===== config.mk =====
export PLATFORM = sky130hd
export DESIGN_NAME = osc_ctrl
export DESIGN_NICKNAME = d
export VERILOG_FILES = /design/src/verilog/osc_pkg.sv /design/src/verilog/osc_ctrl.sv /design/src/verilog/osc_freq_map.sv
export SDC_FILE = /design/constraint.sdc
export NUM_CORES = 1
export LEC_CHECK = 0
export ABC_CLOCK_PERIOD_IN_PS = 4900
export BUFFER_PORTS_ARGS = -buffer_cell sky130_fd_sc_hd__buf_2
export CAP_MARGIN = 20
export CORE_ASPECT_RATIO = 1.25
export CORE_UTILIZATION = 29
export DETAILED_ROUTE_END_ITERATION = 12
export SETUP_SLACK_MARGIN = 0.4
export SYNTH_ARGS = -nofsm -noshare
export SYNTH_HDL_FRONTEND = slang
export SYNTH_SLANG_ARGS = --single-unit

===== constraint.sdc =====
create_clock -name I_SYS_CLK -period 4.9 [get_ports I_SYS_CLK]
set_clock_uncertainty 0.1 [all_clocks]
set_input_delay 0.49 -clock I_SYS_CLK [delete_from_list [all_inputs] [get_ports I_SYS_CLK]]
set_output_delay 0.49 -clock I_SYS_CLK [all_outputs]
set_load 0.05 [all_outputs]

===== src/verilog/osc_pkg.sv =====
// Constants, register map and carrier types of the internal oscillator
// frequency select block.
// Assumes a 10 MHz system clock and a classic Wishbone register bus.
package osc_pkg;

	// Register indices and Wishbone byte addresses (four bytes per index)
	localparam int ADR_W = 14;
	localparam logic [11:0] IDX_TUNING = 12'hf9b;
	localparam logic [11:0] IDX_CTRL2 = 12'hfd2;
	localparam logic [11:0] IDX_CTRL = 12'hfd3;
	localparam logic [13:0] ADR_TUNING = {IDX_TUNING, 2'b00};
	localparam logic [13:0] ADR_CTRL2 = {IDX_CTRL2, 2'b00};
	localparam logic [13:0] ADR_CTRL = {IDX_CTRL, 2'b00};

	// Field positions of osc_control
	localparam int CTRL_IDLE_BIT = 7;
	localparam int CTRL_FSEL_LSB = 4;
	localparam int CTRL_INTSYS_BIT = 3;
	localparam int CTRL_HFST_BIT = 2;
	localparam int CTRL_SCS_LSB = 0;

	// Field positions of osc_control_second
	localparam int CTRL2_MFSEL_BIT = 4;
	localparam int CTRL2_MFST_BIT = 1;
	localparam int CTRL2_LFST_BIT = 0;

	// Field positions of osc_tuning
	localparam int TUNE_SRC_BIT = 7;
	localparam int TUNE_LSB = 0;

	// Reset values
	localparam logic [2:0] FSEL_RST = 3'h3;
	localparam logic [1:0] SCS_RST = 2'h0;
	localparam logic IDLE_RST = 1'b0;
	localparam logic MFSEL_RST = 1'b0;
	localparam logic LFSRC_RST = 1'b0;
	localparam logic [5:0] TUNE_RST = 6'h00;

	// Frequency select codes
	localparam logic [2:0] FSEL_31K = 3'h0;
	localparam logic [2:0] FSEL_250K = 3'h1;
	localparam logic [2:0] FSEL_500K = 3'h2;
	localparam logic [2:0] FSEL_1M = 3'h3;
	localparam logic [2:0] FSEL_2M = 3'h4;
	localparam logic [2:0] FSEL_4M = 3'h5;
	localparam logic [2:0] FSEL_8M = 3'h6;
	localparam logic [2:0] FSEL_16M = 3'h7;

	// Main clock sources
	localparam logic [1:0] SCS_PRIMARY = 2'h0;
	localparam logic [1:0] SCS_SECONDARY = 2'h1;
	localparam logic [1:0] SCS_INTERNAL = 2'h2;

	// Internal oscillator sources
	localparam logic [1:0] SRC_LF = 2'h0;
	localparam logic [1:0] SRC_MF = 2'h1;
	localparam logic [1:0] SRC_HF = 2'h2;

	// Postscaler shift: output = source >> shift
	localparam logic [3:0] PS_DIV1 = 4'h0;
	localparam logic [3:0] PS_DIV2 = 4'h1;
	localparam logic [3:0] PS_DIV4 = 4'h2;
	localparam logic [3:0] PS_DIV8 = 4'h3;
	localparam logic [3:0] PS_DIV16 = 4'h4;
	localparam logic [3:0] PS_DIV512 = 4'h9;

	// Stages of the oscillator ready synchronisers
	localparam int SYNC_STAGES = 3;
	localparam int NUM_OSC = 3;

	// Setting handed to the internal oscillator block
	typedef struct packed {
		logic [1:0] src;
		logic [3:0] postscale;
		logic [5:0] tune;
	} int_cfg_s;

	typedef enum logic [2:0] {
		PWR_RUN = 3'b001,
		PWR_IDLE = 3'b010,
		PWR_SLEEP = 3'b100
	} pwr_e;

endpackage

===== src/verilog/osc_ctrl.sv =====
// Internal oscillator frequency select and main clock select registers,
// with the sleep/idle decision, behind a classic Wishbone slave.
// Assumes the oscillators report ready levels from outside the clock
// domain and that the core pulses i_SLEEP_EXEC and i_WAKE on I_SYS_CLK.
// Register writes reach the clock outputs at the edge that takes them.
//
// Notes on behaviour
// - A 3-bit frequency field picks LF, MF, HF or an MF or HF postscaler tap.
// - A write to the frequency field changes the output at once.
// - Every reset sets the internal block to its 1 MHz default.
// - At code 000 the source bit and mid-low bit pick the oscillator.
// - A 31.25 kHz clock from MF or HF follows the 6-bit tune field.
// - Watchdog and fail-safe monitor always run from the LF oscillator.
// - The sleep instruction enters Sleep or Idle per the idle bit.
// - A 2-bit select picks primary, secondary or internal main clock.
// - Every reset clears the main clock select to the primary clock.
//
// Register access over Wishbone was chosen for this implementation.
`timescale 1ns/1ps
module osc_ctrl
	import osc_pkg::*;
(
	// Clock and reset
	input wire logic I_SYS_CLK,
	input wire logic I_SYS_RST,
	// Wishbone slave
	input wire logic i_WB_CYC,
	input wire logic i_WB_STB,
	input wire logic i_WB_WE,
	input wire logic [ADR_W-1:0] i_WB_ADR,
	input wire logic [3:0] i_WB_SEL,
	input wire logic [31:0] i_WB_DAT,
	output logic o_WB_ACK,
	output logic [31:0] o_WB_DAT,
	// Oscillator ready levels, asynchronous
	input wire logic i_LF_READY,
	input wire logic i_MF_READY,
	input wire logic i_HF_READY,
	// Core power events
	input wire logic i_SLEEP_EXEC,
	input wire logic i_WAKE,
	// Clock control outputs
	output logic [1:0] o_SYS_CLK_SEL,
	output int_cfg_s o_INT_CFG,
	output logic [1:0] o_WDT_CLK_SRC,
	output logic [1:0] o_FSCM_CLK_SRC,
	// Power state
	output logic o_PWR_SLEEP,
	output logic o_PWR_IDLE
);

	// Register fields
	logic [2:0] fsel_r, fsel_nxt;
	logic [1:0] scs_r, scs_nxt;
	logic idle_en_r, idle_en_nxt;
	logic mf_low_sel_r, mf_low_sel_nxt;
	logic lf_src_sel_r, lf_src_sel_nxt;
	logic [5:0] tune_r, tune_nxt;

	// Bus state
	logic ack_r, ack_nxt;
	logic [31:0] rdat_r, rdat_nxt;
	logic req;
	logic wr;
	logic [7:0] rd_byte;
	logic hit_ctrl;
	logic hit_ctrl2;
	logic hit_tune;
	logic wr_ctrl;
	logic wr_ctrl2;
	logic wr_tune;

	// Clock control output registers
	logic [1:0] sys_sel_r, sys_sel_nxt;
	int_cfg_s cfg_r, cfg_nxt;
	int_cfg_s map_cfg;
	logic [1:0] wdt_src_r, wdt_src_nxt;
	logic [1:0] fscm_src_r, fscm_src_nxt;

	// Power state and its output flops
	pwr_e pwr_r, pwr_nxt;
	logic sleep_r, sleep_nxt;
	logic idle_r, idle_nxt;

	// Oscillator ready synchronisers
	logic [NUM_OSC-1:0] rdy_in;
	logic [NUM_OSC-1:0] rdy_r;
	logic [NUM_OSC-1:0] rdy_nxt;

	// Synchronised ready levels as software reads them
	logic lf_ok;
	logic mf_ok;
	logic hf_ok;

	assign rdy_in = {i_HF_READY, i_MF_READY, i_LF_READY};
	assign lf_ok = rdy_r[0];
	assign mf_ok = rdy_r[1];
	assign hf_ok = rdy_r[2];

	genvar g;
	generate
		for (g = 0; g < NUM_OSC; g++) begin : gen_sync
			logic [SYNC_STAGES-1:0] stg_r, stg_nxt;
			// Only stage 0 sees the raw level; stages 1 and 2 vote
			always_comb begin
				stg_nxt = {stg_r[SYNC_STAGES-2:0], rdy_in[g]};
			end
			always_ff @(posedge I_SYS_CLK) begin
				if (I_SYS_RST) begin
					stg_r <= '0;
				end else begin
					stg_r <= stg_nxt;
				end
			end
			// A change counts once the second and third stages agree
			always_comb begin
				rdy_nxt[g] = rdy_r[g];
				if (stg_r[1] == stg_r[2]) begin
					rdy_nxt[g] = stg_r[2];
				end
			end
		end
	endgenerate

	// Bus request and write strobe
	assign req = i_WB_CYC & i_WB_STB & ~ack_r;
	assign wr = req & i_WB_WE & i_WB_SEL[0];
	assign wr_ctrl = wr & hit_ctrl;
	assign wr_ctrl2 = wr & hit_ctrl2;
	assign wr_tune = wr & hit_tune;

	// Register select, shared by the write and read paths
	always_comb begin
		hit_ctrl = 1'b0;
		hit_ctrl2 = 1'b0;
		hit_tune = 1'b0;
		if (i_WB_ADR == ADR_CTRL) begin
			hit_ctrl = 1'b1;
		end else if (i_WB_ADR == ADR_CTRL2) begin
			hit_ctrl2 = 1'b1;
		end else if (i_WB_ADR == ADR_TUNING) begin
			hit_tune = 1'b1;
		end
	end

	// Register writes
	always_comb begin
		fsel_nxt = fsel_r;
		scs_nxt = scs_r;
		idle_en_nxt = idle_en_r;
		mf_low_sel_nxt = mf_low_sel_r;
		lf_src_sel_nxt = lf_src_sel_r;
		tune_nxt = tune_r;
		// Read-only status bits have no write path
		if (wr_ctrl) begin
			idle_en_nxt = i_WB_DAT[CTRL_IDLE_BIT];
			fsel_nxt = i_WB_DAT[CTRL_FSEL_LSB +: 3];
			scs_nxt = i_WB_DAT[CTRL_SCS_LSB +: 2];
		end
		if (wr_ctrl2) begin
			mf_low_sel_nxt = i_WB_DAT[CTRL2_MFSEL_BIT];
		end
		if (wr_tune) begin
			lf_src_sel_nxt = i_WB_DAT[TUNE_SRC_BIT];
			tune_nxt = i_WB_DAT[TUNE_LSB +: 6];
		end
	end

	always_ff @(posedge I_SYS_CLK) begin
		if (I_SYS_RST) begin
			fsel_r <= FSEL_RST;
			scs_r <= SCS_RST;
			idle_en_r <= IDLE_RST;
			mf_low_sel_r <= MFSEL_RST;
			lf_src_sel_r <= LFSRC_RST;
			tune_r <= TUNE_RST;
			rdy_r <= '0;
		end else begin
			fsel_r <= fsel_nxt;
			scs_r <= scs_nxt;
			idle_en_r <= idle_en_nxt;
			mf_low_sel_r <= mf_low_sel_nxt;
			lf_src_sel_r <= lf_src_sel_nxt;
			tune_r <= tune_nxt;
			rdy_r <= rdy_nxt;
		end
	end

	// Map the incoming field values so a write acts at its own edge
	osc_freq_map u_map (
		.i_fsel(fsel_nxt),
		.i_lf_src_sel(lf_src_sel_nxt),
		.i_mf_low_sel(mf_low_sel_nxt),
		.i_tune(tune_nxt),
		.o_cfg(map_cfg)
	);

	// Clock control outputs
	always_comb begin
		cfg_nxt = map_cfg;
		sys_sel_nxt = scs_nxt;
		wdt_src_nxt = SRC_LF;
		fscm_src_nxt = SRC_LF;
	end

	always_ff @(posedge I_SYS_CLK) begin
		if (I_SYS_RST) begin
			cfg_r <= '{src: SRC_HF, postscale: PS_DIV16, tune: TUNE_RST};
			sys_sel_r <= SCS_RST;
			wdt_src_r <= SRC_LF;
			fscm_src_r <= SRC_LF;
		end else begin
			cfg_r <= cfg_nxt;
			sys_sel_r <= sys_sel_nxt;
			wdt_src_r <= wdt_src_nxt;
			fscm_src_r <= fscm_src_nxt;
		end
	end

	// Read mux
	always_comb begin
		rd_byte = 8'h00;
		if (hit_ctrl) begin
			rd_byte[CTRL_IDLE_BIT] = idle_en_r;
			rd_byte[CTRL_FSEL_LSB +: 3] = fsel_r;
			rd_byte[CTRL_INTSYS_BIT] = scs_r[1];
			rd_byte[CTRL_HFST_BIT] = hf_ok;
			rd_byte[CTRL_SCS_LSB +: 2] = scs_r;
		end else if (hit_ctrl2) begin
			rd_byte[CTRL2_MFSEL_BIT] = mf_low_sel_r;
			rd_byte[CTRL2_MFST_BIT] = mf_ok;
			rd_byte[CTRL2_LFST_BIT] = lf_ok;
		end else if (hit_tune) begin
			rd_byte[TUNE_SRC_BIT] = lf_src_sel_r;
			rd_byte[TUNE_LSB +: 6] = tune_r;
		end
	end

	// Bus answer one cycle after the request
	always_comb begin
		ack_nxt = req;
		rdat_nxt = 32'h0000_0000;
		if (req && !i_WB_WE) begin
			rdat_nxt = {24'h00_0000, rd_byte};
		end
	end

	always_ff @(posedge I_SYS_CLK) begin
		if (I_SYS_RST) begin
			ack_r <= 1'b0;
			rdat_r <= 32'h0000_0000;
		end else begin
			ack_r <= ack_nxt;
			rdat_r <= rdat_nxt;
		end
	end

	// Power state on the sleep instruction
	always_comb begin
		pwr_nxt = pwr_r;
		case (pwr_r)
			PWR_RUN: begin
				if (i_SLEEP_EXEC) begin
					pwr_nxt = idle_en_r ? PWR_IDLE : PWR_SLEEP;
				end
			end
			PWR_IDLE: begin
				if (i_WAKE) begin
					pwr_nxt = PWR_RUN;
				end
			end
			PWR_SLEEP: begin
				if (i_WAKE) begin
					pwr_nxt = PWR_RUN;
				end
			end
			default: begin
				pwr_nxt = PWR_RUN;
			end
		endcase
		// Output flops follow the next state so they change with it
		sleep_nxt = (pwr_nxt == PWR_SLEEP);
		idle_nxt = (pwr_nxt == PWR_IDLE);
	end

	always_ff @(posedge I_SYS_CLK) begin
		if (I_SYS_RST) begin
			pwr_r <= PWR_RUN;
			sleep_r <= 1'b0;
			idle_r <= 1'b0;
		end else begin
			pwr_r <= pwr_nxt;
			sleep_r <= sleep_nxt;
			idle_r <= idle_nxt;
		end
	end

	// Ports
	assign o_WB_ACK = ack_r;
	assign o_WB_DAT = rdat_r;
	assign o_SYS_CLK_SEL = sys_sel_r;
	assign o_INT_CFG = cfg_r;
	assign o_WDT_CLK_SRC = wdt_src_r;
	assign o_FSCM_CLK_SRC = fscm_src_r;
	assign o_PWR_SLEEP = sleep_r;
	assign o_PWR_IDLE = idle_r;

endmodule


===== src/verilog/osc_freq_map.sv =====
// Code-to-frequency map of the internal oscillator block.
// Purely combinational; the caller registers the result.
`timescale 1ns/1ps
module osc_freq_map
	import osc_pkg::*;
(
	// Settings
	input wire logic [2:0] i_fsel,
	input wire logic i_lf_src_sel,
	input wire logic i_mf_low_sel,
	input wire logic [5:0] i_tune,
	// Result
	output int_cfg_s o_cfg
);

	always_comb begin
		o_cfg.src = SRC_HF;
		o_cfg.postscale = PS_DIV1;
		case (i_fsel)
			FSEL_16M: begin
				o_cfg.src = SRC_HF;
				o_cfg.postscale = PS_DIV1;
			end
			FSEL_8M: begin
				o_cfg.src = SRC_HF;
				o_cfg.postscale = PS_DIV2;
			end
			FSEL_4M: begin
				o_cfg.src = SRC_HF;
				o_cfg.postscale = PS_DIV4;
			end
			FSEL_2M: begin
				o_cfg.src = SRC_HF;
				o_cfg.postscale = PS_DIV8;
			end
			FSEL_1M: begin
				o_cfg.src = SRC_HF;
				o_cfg.postscale = PS_DIV16;
			end
			FSEL_500K: begin
				o_cfg.src = SRC_MF;
				o_cfg.postscale = PS_DIV1;
			end
			FSEL_250K: begin
				o_cfg.src = SRC_MF;
				o_cfg.postscale = PS_DIV2;
			end
			default: begin
				// 31.25 kHz source choice
				if (!i_lf_src_sel) begin
					o_cfg.src = SRC_LF;
					o_cfg.postscale = PS_DIV1;
				end else if (i_mf_low_sel) begin
					o_cfg.src = SRC_MF;
					o_cfg.postscale = PS_DIV16;
				end else begin
					o_cfg.src = SRC_HF;
					o_cfg.postscale = PS_DIV512;
				end
			end
		endcase
		// Tuning reaches only the tunable medium and high oscillators
		o_cfg.tune = (o_cfg.src == SRC_LF) ? TUNE_RST : i_tune;
	end

endmodule


==> metrics, run 1 <==
Worst Path Buf+Inv 1; Via-to-Cell Ratio between 4 and 5; Power Density 298 nW/um2; first-pass GRT wire length 7710 um; via count 1,816; largest net degree at the start of global routing 40; Post-CTS Resized 0; Die Width 80.6 um; Slowest-stage cell, CP and4_1; effective utilization at floorplan 30.1%; initial drt markers 117; worst-skew pair later-pin latency 0.30 ns; RSZ-0062 raised after global routing false; Worst VDD drop 0.114 mV; WL final 4830 um; endpoint type of the worst setup path register; synthesis-to-finish area growth 14.8%; Mapped Cells ~240; Worst setup endpoint o_INT_CFG[5]; Crit Path Class input pin to register; die area 8090 um2; Vert. Die Dim 100 um; Mapped Area roughly 2200 um2; Fin. Hold Viols 0; CTS Sinks 52; reg2reg end o_INT_CFG[5]; Root Driver clkbuf_8; I/O Pins 113; ratio of cells with drive above 1 in the final layout 25.3%; Rel. slew slack ~51%; initial antenna violation count 0; measured slew at the worst slew-check pin 0.737 ns; vias in the first global route approximately 1,700; Leakage 1.14 nW; post-DR wirelength/cell 12.4 um; max-cap violation count 0; CP top delay family simple AND/OR/NAND/NOR gates; R2R Path Start o_WB_ACK; fmax 414 MHz; antenna cells 0; Post-DRT Antenna Nets 0; Rows 35; grt ovf 0; routability cong. 0.833; Synth top area share 46.4%; reg2reg path depth 5; final setup fails 0; hold_buf cts 0; Final Max Slew Viols 0; fillers 800; synthesis warning total 0; clk buf depth 2; status complete, no violations; Main synth FF type dfxtp_1; CP arrival 2.47 ns; post-placement cell count around 380; drt pass-1 iters 4; CTS Buf Count 5; Layout Cells excl Fill 389; number of buffers added on ports 57; DRC Markers 0; Worst R2R Setup Slack 2.66 ns; worst path cell trace buf_2 > and4bb_1 > and4_1 > nand3_1 > a211oi_2 > nor3_1; Min-Delay Path Class input pin to register; Critical Path Stages 6; sequential share of the synthesized area 46.4%; CP startpoint kind input pin; final worst path period need roughly 2.4 ns; gr usage total about an eighth; H-tree depth 2; period utilization between 40% and 50%; Async S/R FF share, synth 0%; Post-CTS Setup Inserts 0; dpl hpwl 3510 um; Worst Path Required 4.95 ns; Avg Cell Area, Syn 9.23 um2; Core Box Area 7440 um2; Layout Nets 356; flops & latches, synth 52; critical path's largest stage delay between 0.6 and 0.7 ns; Max Fanout on Critical Path 19; min-delay src i_LF_READY; synth top area cells dfxtp_1, buf_4, nor2_1; Clock Pin Slew Worst Setup and Hold Paths 0.09 ns; synth unique cells 48; area of placed instances approximately 2500 um2; TNS Setup 0 ns; CTS tree built; origin of the worst setup path i_WB_ADR[0]; cell area after layout 2570 um2; Synth area leader dfxtp_1; Post-synth EDFFs 0
==> routing by layer <==
metal | global-route usage [%] | part of all wire, % | up-vias
li1 | - | - | 908
met1 | 15.4 | 44 | 835
met2 | 20.6 | 48 | 68
met3 | 3.09 | 6.7 | 5
met4 | 4.12 | 1.1 | 0
met5 | 0 | 0 | -
==> area by class of cell <==
cell class / count / area [um2] / share of cell area (%)
sequential: 52 / 1040 / 40.4
multi-input combinational: 177 / 1030 / 40.1
timing repair buffer: 57 / 285 / 11.1
tap: 92 / 115 / 4.47
clock buffer: 6 / 72.6 / 2.82
clock inverter: 2 / 16.3 / 0.632
inverter: 3 / 11.3 / 0.438
==> cell families after synthesis <==
| kind of cell | share of synthesized area (%) |
|---|---|
| AO/OA/AOI/OAI | 14.5 |
| buffers and inverters | 12.1 |
| flip-flops | 46.4 |
| multiplexers | 2.68 |
| other | 0.167 |
| AND/OR/NAND/NOR | 24.2 |
==> cells in the mapped netlist, types with 2 or more instances <==
| master | count |
|---|---|
| nor2_1 | 19 |
| clkbuf_1 | 4 |
| dfxtp_1 | 52 |
| o21ai_0 | 6 |
| nor3b_1 | 2 |
| and2_1 | 2 |
| nor2b_1 | 11 |
| nand2_1 | 18 |
| a21oi_1 | 13 |
| a22oi_1 | 9 |
| o211ai_1 | 3 |
| and3_1 | 2 |
| nor3_1 | 12 |
| and4_1 | 5 |
| nand3_2 | 2 |
| buf_2 | 3 |
| buf_4 | 30 |
| inv_1 | 3 |
| nand3_1 | 8 |
| mux2i_1 | 6 |
| o22ai_1 | 2 |
| o21ai_1 | 3 |
| nor4_1 | 2 |
| o211a_1 | 2 |
==> cells in the final DEF, fill, tap and decap left out, types with 2 or more instances in the layout <==
master	n
buf_2	57
dfxtp_1	52
conb_1	28
nor2_1	19
nand2_1	18
a21oi_1	13
nor3_1	12
nor2b_1	11
a22oi_1	9
nand3_1	8
o21ai_0	6
mux2i_1	6
and4_1	5
clkbuf_8	5
inv_1	3
o211ai_1	3
o21ai_1	3
nor3b_1	2
nor4_1	2
o22ai_1	2
nand3_2	2
o211a_1	2
and3_1	2
and2_1	2
==> power by group <==
part           leakage (nW)  internal [mW]  total [mW]  switching (mW)
Clock                0.0414          0.102       0.240           0.139
Sequential            0.421          0.429       0.432         0.00330
Combinational         0.675         0.0188      0.0942          0.0753
==> stage by stage <==
stage / worst slack (ns) / utilization, % / total power, mW / hold WS, ns
after global placement: 2.19 / 33.4 / 0.535 / 0.326
after CTS: 2.51 / 34.6 / 0.779 / 0.277
after detailed placement: 2.19 / 33.4 / 0.536 / 0.321
final: 2.48 / 34.6 / 0.767 / 0.290
after floorplan: 2.89 / - / 0.532 / 0.314
after global routing: 2.34 / 34.6 / 0.807 / 0.291
==> flip-flops by register name (all words and copies together), names as in the netlist <==
name	flops
lf_src_sel_r	1
pwr_r	3
mf_low_sel_r	1
o_SYS_CLK_SEL	2
o_PWR_IDLE	1
o_WB_ACK	1
tune_r	6
gen_sync.stg_r	9
o_WB_DAT	8
o_INT_CFG	12
idle_en_r	1
fsel_r	3
o_PWR_SLEEP	1
rdy_r	3
==> worst register-to-register path: stages (launching register included) <==
cell and delay [ns]:
dfxtp_1 0.32, nand3b_4 0.17, nor2_2 0.60, a21boi_1 0.26, a211oi_2 0.50, nor3_1 0.13
==> how the worst min path moves through the flow <==
stage	to	slack, ns	cells past startpoint
final	gen_sync[0].stg_r[0]	0.29	2
after global routing	gen_sync[0].stg_r[0]	0.29	2
after CTS	gen_sync[0].stg_r[0]	0.28	2
after detailed placement	gen_sync[1].stg_r[1]	0.32	1
after global placement	gen_sync[2].stg_r[1]	0.33	1
after floorplan	gen_sync[0].stg_r[1]	0.31	1
Note: power is estimated with default switching activity, not from simulation.
==> run 2: changes to the inputs <==
--- a/config.mk
+++ b/config.mk
@@ -5,7 +5,7 @@
 export SDC_FILE = /design/constraint.sdc
 export NUM_CORES = 1
 export LEC_CHECK = 0
-export ABC_CLOCK_PERIOD_IN_PS = 4900
+export ABC_CLOCK_PERIOD_IN_PS = 2500
 export BUFFER_PORTS_ARGS = -buffer_cell sky130_fd_sc_hd__buf_2
 export CAP_MARGIN = 20
 export CORE_ASPECT_RATIO = 1.25
==> constraint.sdc (replaced) <==
create_clock -name I_SYS_CLK -period 2.5 [get_ports I_SYS_CLK]
set_clock_uncertainty 0.1 [all_clocks]
set_input_delay 0.25 -clock I_SYS_CLK [delete_from_list [all_inputs] [get_ports I_SYS_CLK]]
set_output_delay 0.25 -clock I_SYS_CLK [all_outputs]
set_load 0.05 [all_outputs]
==> run 2 against run 1 <==
Net effect: register-to-register slack got worse by 2.1 ns; routed wire length fell by 1.1%; clock power rose by 100%; first-iteration DRC count fell by 15%; largest cell class unchanged.
==> metrics, run 2 (synthesized netlist as in run 1, its figures left out) <==
ratio of cells with drive above 1 in the final layout about 27%; Max Fanout on Critical Path 10; number of buffers added on ports 57; Post-DRT Antenna Nets 0; leading cell type in the layout, fill and taps excluded buf_2; grt ovf 0; Final Max Slew Viols 0; final worst path period need 1.96 ns; max reg flops 12; final setup fails 0; Core Box Area ~7400 um2; H-tree depth 2; period utilization approximately four fifths; measured slew at the worst slew-check pin 0.703 ns; cell area after layout 2620 um2; post-placement cell count 386; most frequent cells in the layout buf_2, dfxtp_1, conb_1; Fin. Hold Viols 0; Layout Cells excl Fill 394; Worst Path Required 2.60 ns; area of placed instances between 2000 and 3000 um2; via count around 1,800; Leakage ~1.2 nW; share of power burned in registers 55.8%; Rel. slew slack 53.1%; largest net degree at the start of global routing 40; combinational share of power 12.2%; TNS Setup 0 ns; antenna cells 0; NetSw 0.439 mW; CP arrival between 2 and 2.5 ns; CP startpoint kind register; drt pass-1 iters 4; cell internal pwr about 1.1 mW; gr usage total 11.8%; post-DR wirelength/cell 12.1 um; CTS tree built; I/O Pins 113; CTS Buf Count 5; clk buf depth 2; Min-Delay Path Class input pin to register; critical path's largest stage delay 0.37 ns; Worst VDD drop 0.257 mV; worst path cell trace nand3b_4 > or2_1 > nor3_1 > o211ai_1 > a2111oi_2; Layout Nets approximately 360; endpoint type of the worst setup path register; power share of the clock group 32.0%; Power Density 580 nW/um2; Vert. Die Dim 100 um; initial antenna violation count 0; CTS Sinks 52; worst-skew pair later-pin latency approximately 0.30 ns; routability cong. 0.834; Clock Pin Slew Worst Setup and Hold Paths about 0.090 ns; Root Driver clkbuf_8; Fin Hold WS 0.0449 ns; vias in the first global route 1,633; Die Width 80.6 um; Post-CTS Setup Inserts 0; Util after Layout 35.2%; RSZ-0062 raised after global routing false; DRC Markers 0; Sw Ratio 28.9%; synthesis-to-finish area growth 16.8%; first-pass GRT wire length 7400 um; Slowest-stage cell, CP nor3_1; fmax 511 MHz; Crit Path Class register to register; die area between 8000 and 9000 um2; max-cap violation count 0; WL final 4780 um; status complete, no violations; Via-to-Cell Ratio around 4.7; dpl hpwl 3550 um; initial drt markers 100; Rows 35; effective utilization at floorplan 30.1%
[run 2: metal layers]
layer,vias up,wire length [um],global-route usage [%]
li1,915,-,-
met1,842,2090,14.5
met2,74,2270,19.8
met3,6,344,3.36
met4,0,72,3.85
met5,-,0,0
[run 2: final timing paths]
kind	cells past startpoint	endpoint	slack, ns	startpoint
setup / recovery	5	o_INT_CFG[6]	0.54	o_WB_ACK
hold / removal	2	gen_sync[2].stg_r[0]	0.04	i_HF_READY
setup reg to reg	5	o_INT_CFG[6]	0.54	o_WB_ACK
hold reg to reg	1	gen_sync[2].stg_r[1]	0.35	gen_sync[2].stg_r[0]
[run 2: final cells by class]
class,instances,area [um2]
clock buffers,5,68.8
fillers,793,4830
multi-input cells,177,1040
well taps,92,115
clock inverters,3,22.5
repair buffers,62,323
inverters,3,11.3
flip-flops and latches,52,1040
[run 2: what timing repair did]
action	in CTS	in global routing
hold buffers	0	0
gates resized for setup	0	1
endpoints found under the setup margin	0	1
endpoints found under the hold margin	0	0
[run 2: stage by stage]
| stage | power, mW | setup WS (ns) |
|---|---|---|
| after floorplan | 1.04 | 0.488 |
| after global placement | 1.05 | 0.415 |
| after detailed placement | 1.05 | 0.365 |
| after CTS | 1.54 | 0.514 |
| after global routing | 1.59 | 0.428 |
| final | 1.52 | 0.543 |
[run 2: power by group through the flow]
stage	sequential [mW]	combinational (mW)	clock, mW
5_1_grt	0.850	0.198	0.546
6_report	0.847	0.186	0.486
4_1_cts	0.848	0.185	0.512
2_1_floorplan	0.877	0.165	0
3_3_place_gp	0.866	0.182	0
3_5_place_dp	0.867	0.184	0
[run 2: critical path, delay by kind of cell (launching register included)]
family,cells,cell delay (ns)
AND/OR/NAND/NOR,3,0.91
AO/OA/AOI/OAI,2,0.52
flip-flops,1,0.33
==> run 3: changes to the inputs <==
--- a/config.mk
+++ b/config.mk
@@ -5,7 +5,7 @@
 export SDC_FILE = /design/constraint.sdc
 export NUM_CORES = 1
 export LEC_CHECK = 0
-export ABC_CLOCK_PERIOD_IN_PS = 2500
+export ABC_CLOCK_PERIOD_IN_PS = 1800
 export BUFFER_PORTS_ARGS = -buffer_cell sky130_fd_sc_hd__buf_2
 export CAP_MARGIN = 20
 export CORE_ASPECT_RATIO = 1.25
==> constraint.sdc (replaced) <==
create_clock -name I_SYS_CLK -period 1.8 [get_ports I_SYS_CLK]
set_clock_uncertainty 0.1 [all_clocks]
set_input_delay 0.18 -clock I_SYS_CLK [delete_from_list [all_inputs] [get_ports I_SYS_CLK]]
set_output_delay 0.18 -clock I_SYS_CLK [all_outputs]
set_load 0.05 [all_outputs]
==> run 3 against run 2 <==
Net effect: register-to-register slack worse by 0.52 ns; critical path depth up 2; critical endpoint is now o_INT_CFG[8]; via count up 8.3%; routed wire length up 11%; global-route usage up 1.9 points; fmax up 10%; non-clock buffer count up 31; clock power up 69%; sequential share of layout area down 7.7 points.
==> metrics, run 3 (synthesized netlist as in run 1, its figures left out) <==
status complete, no violations; fmax 562 MHz; PnR worst setup slack 0.0207 ns; R2R Path Start o_WB_ACK; Layout Nets ~390; effective utilization at floorplan 30.1%; final worst path period need approximately 1.8 ns; CTS Buf Count 5; critical path's largest stage delay approximately 0.35 ns; routability cong. between 0.8 and 0.9; gr usage total approximately 14%; post-DR wirelength/cell 12.5 um; Power Density 707 nW/um2; Core Box Area about 7400 um2; first-pass GRT wire length 8520 um; vias in the first global route 1,855; Worst R2R Setup Slack 0.02 ns; Final Max Slew Viols 0; reg2reg path depth 7; Worst Hold Endpoint tune_r[2]; dpl ws -0.0998 ns; largest net degree at the start of global routing 26; origin of the worst setup path o_WB_ACK; Worst VDD drop 0.406 mV; Util after Layout a little over two fifths; worst path cell trace nand3b_4 > or2_4 > buf_12 > buf_4 > nor4_4 > o22ai_2 > o31ai_1; endpoint type of the worst setup path register; CP arrival roughly 1.9 ns; Max Fanout on Critical Path 10; ratio of cells with drive above 1 in the final layout 45.3%; cell area after layout 3260 um2; H-tree depth 2; die area between 8000 and 9000 um2; drt pass-1 iters 4; Via-to-Cell Ratio 4.68; Min-Delay Path Class input pin to register; Die Width 80.6 um; initial antenna violation count 0; Root Driver clkbuf_8; Leakage 1.40 nW; hold path depth 3; Worst Path Buf+Inv 2; Slowest-stage cell, CP dfxtp_4; synthesis-to-finish area growth 45.2%; Crit Path Class register to register; clk buf depth 2; max reg flops 12; min-delay src i_WB_DAT[2]; grt ovf 0; Worst Path Required 1.94 ns; max-cap violation count 0; Rows 35; worst-skew pair later-pin latency a little over 0.3 ns; dpl hpwl 3800 um; area of placed instances 2780 um2; CTS tree built; CP top delay family simple AND/OR/NAND/NOR gates; DRC Markers 0; most frequent cells in the layout buf_2, dfxtp_1, conb_1; Vert. Die Dim 100 um; Critical Path Stages 7; I/O Pins roughly 110; leading cell type in the layout, fill and taps excluded buf_2; number of buffers added on ports 57; CP startpoint kind register; Fin. Hold Viols 0; period utilization 98.8%; initial drt markers 145; Clock Pin Slew Worst Setup and Hold Paths 0.10 ns; antenna cells 0; WL final 5310 um; final setup fails 0; via count approximately 2,000; CTS Sinks 52; RSZ-0062 raised after global routing true; Post-DRT Antenna Nets 0; reg2reg end o_INT_CFG[8]
==> run 3: repair_timing <==
item	CTS	global route
hold buffers	3	0
pin swaps	6	9
hold endpoints to repair	3	0
cloned	1	0
setup endpoints to repair	28	33
resized for setup	24	28
buffers inserted	4	4
==> run 3: through the flow <==
| step | power [mW] | std cells | hold slack (ns) | setup TNS [ns] |
|---|---|---|---|---|
| final | 2.30 | 425 | 0.0315 | 0 |
| after detailed placement | 1.48 | 405 | 0.292 | -0.533 |
| after global placement | 1.48 | 405 | 0.289 | -0.481 |
| after CTS | 2.33 | 421 | 0.0304 | 0 |
| after global routing | 2.41 | 425 | 0.0347 | -0.160 |
| after floorplan | 1.45 | 270 | 0.208 | 0 |
==> run 3: power by group <==
group	internal [mW]	total, mW	switching, mW
sequential	1.17	1.18	0.00901
combinational	0.0811	0.306	0.224
clock	0.421	0.819	0.399
==> run 3: cell type report <==
cell class | instances | area [um2]
clock buffers | 6 | 72.6
clock inverters | 2 | 38.8
fillers | 723 | 4190
inverters | 3 | 11.3
multi-input cells | 177 | 1330
flip-flops and latches | 52 | 1040
well taps | 92 | 115
repair buffers | 93 | 639
==> run 3: worst max path at each step <==
stage                              end  slack [ns]
final                     o_INT_CFG[8]        0.02
after global routing      o_INT_CFG[6]       -0.06
after CTS                 o_INT_CFG[6]        0.04
after detailed placement  o_INT_CFG[4]        -0.1
after global placement    o_INT_CFG[4]        -0.1
after floorplan           o_INT_CFG[6]        0.13
==> run 3: layer usage <==
layer  track usage [%]  routed length (um)  share of wire (%)
met5                 0                   0                  0
met3              3.18                 353                6.7
met1              16.6                2190                 41
met2              23.2                2640                 50
met4              5.91                 128                2.4
==> run 3: tightest hold or removal path, delay by kind of cell <==
family        cells  cell delay (ns)
buf+inv           1             0.10
mux               1             0.06
simple gates      1             0.07
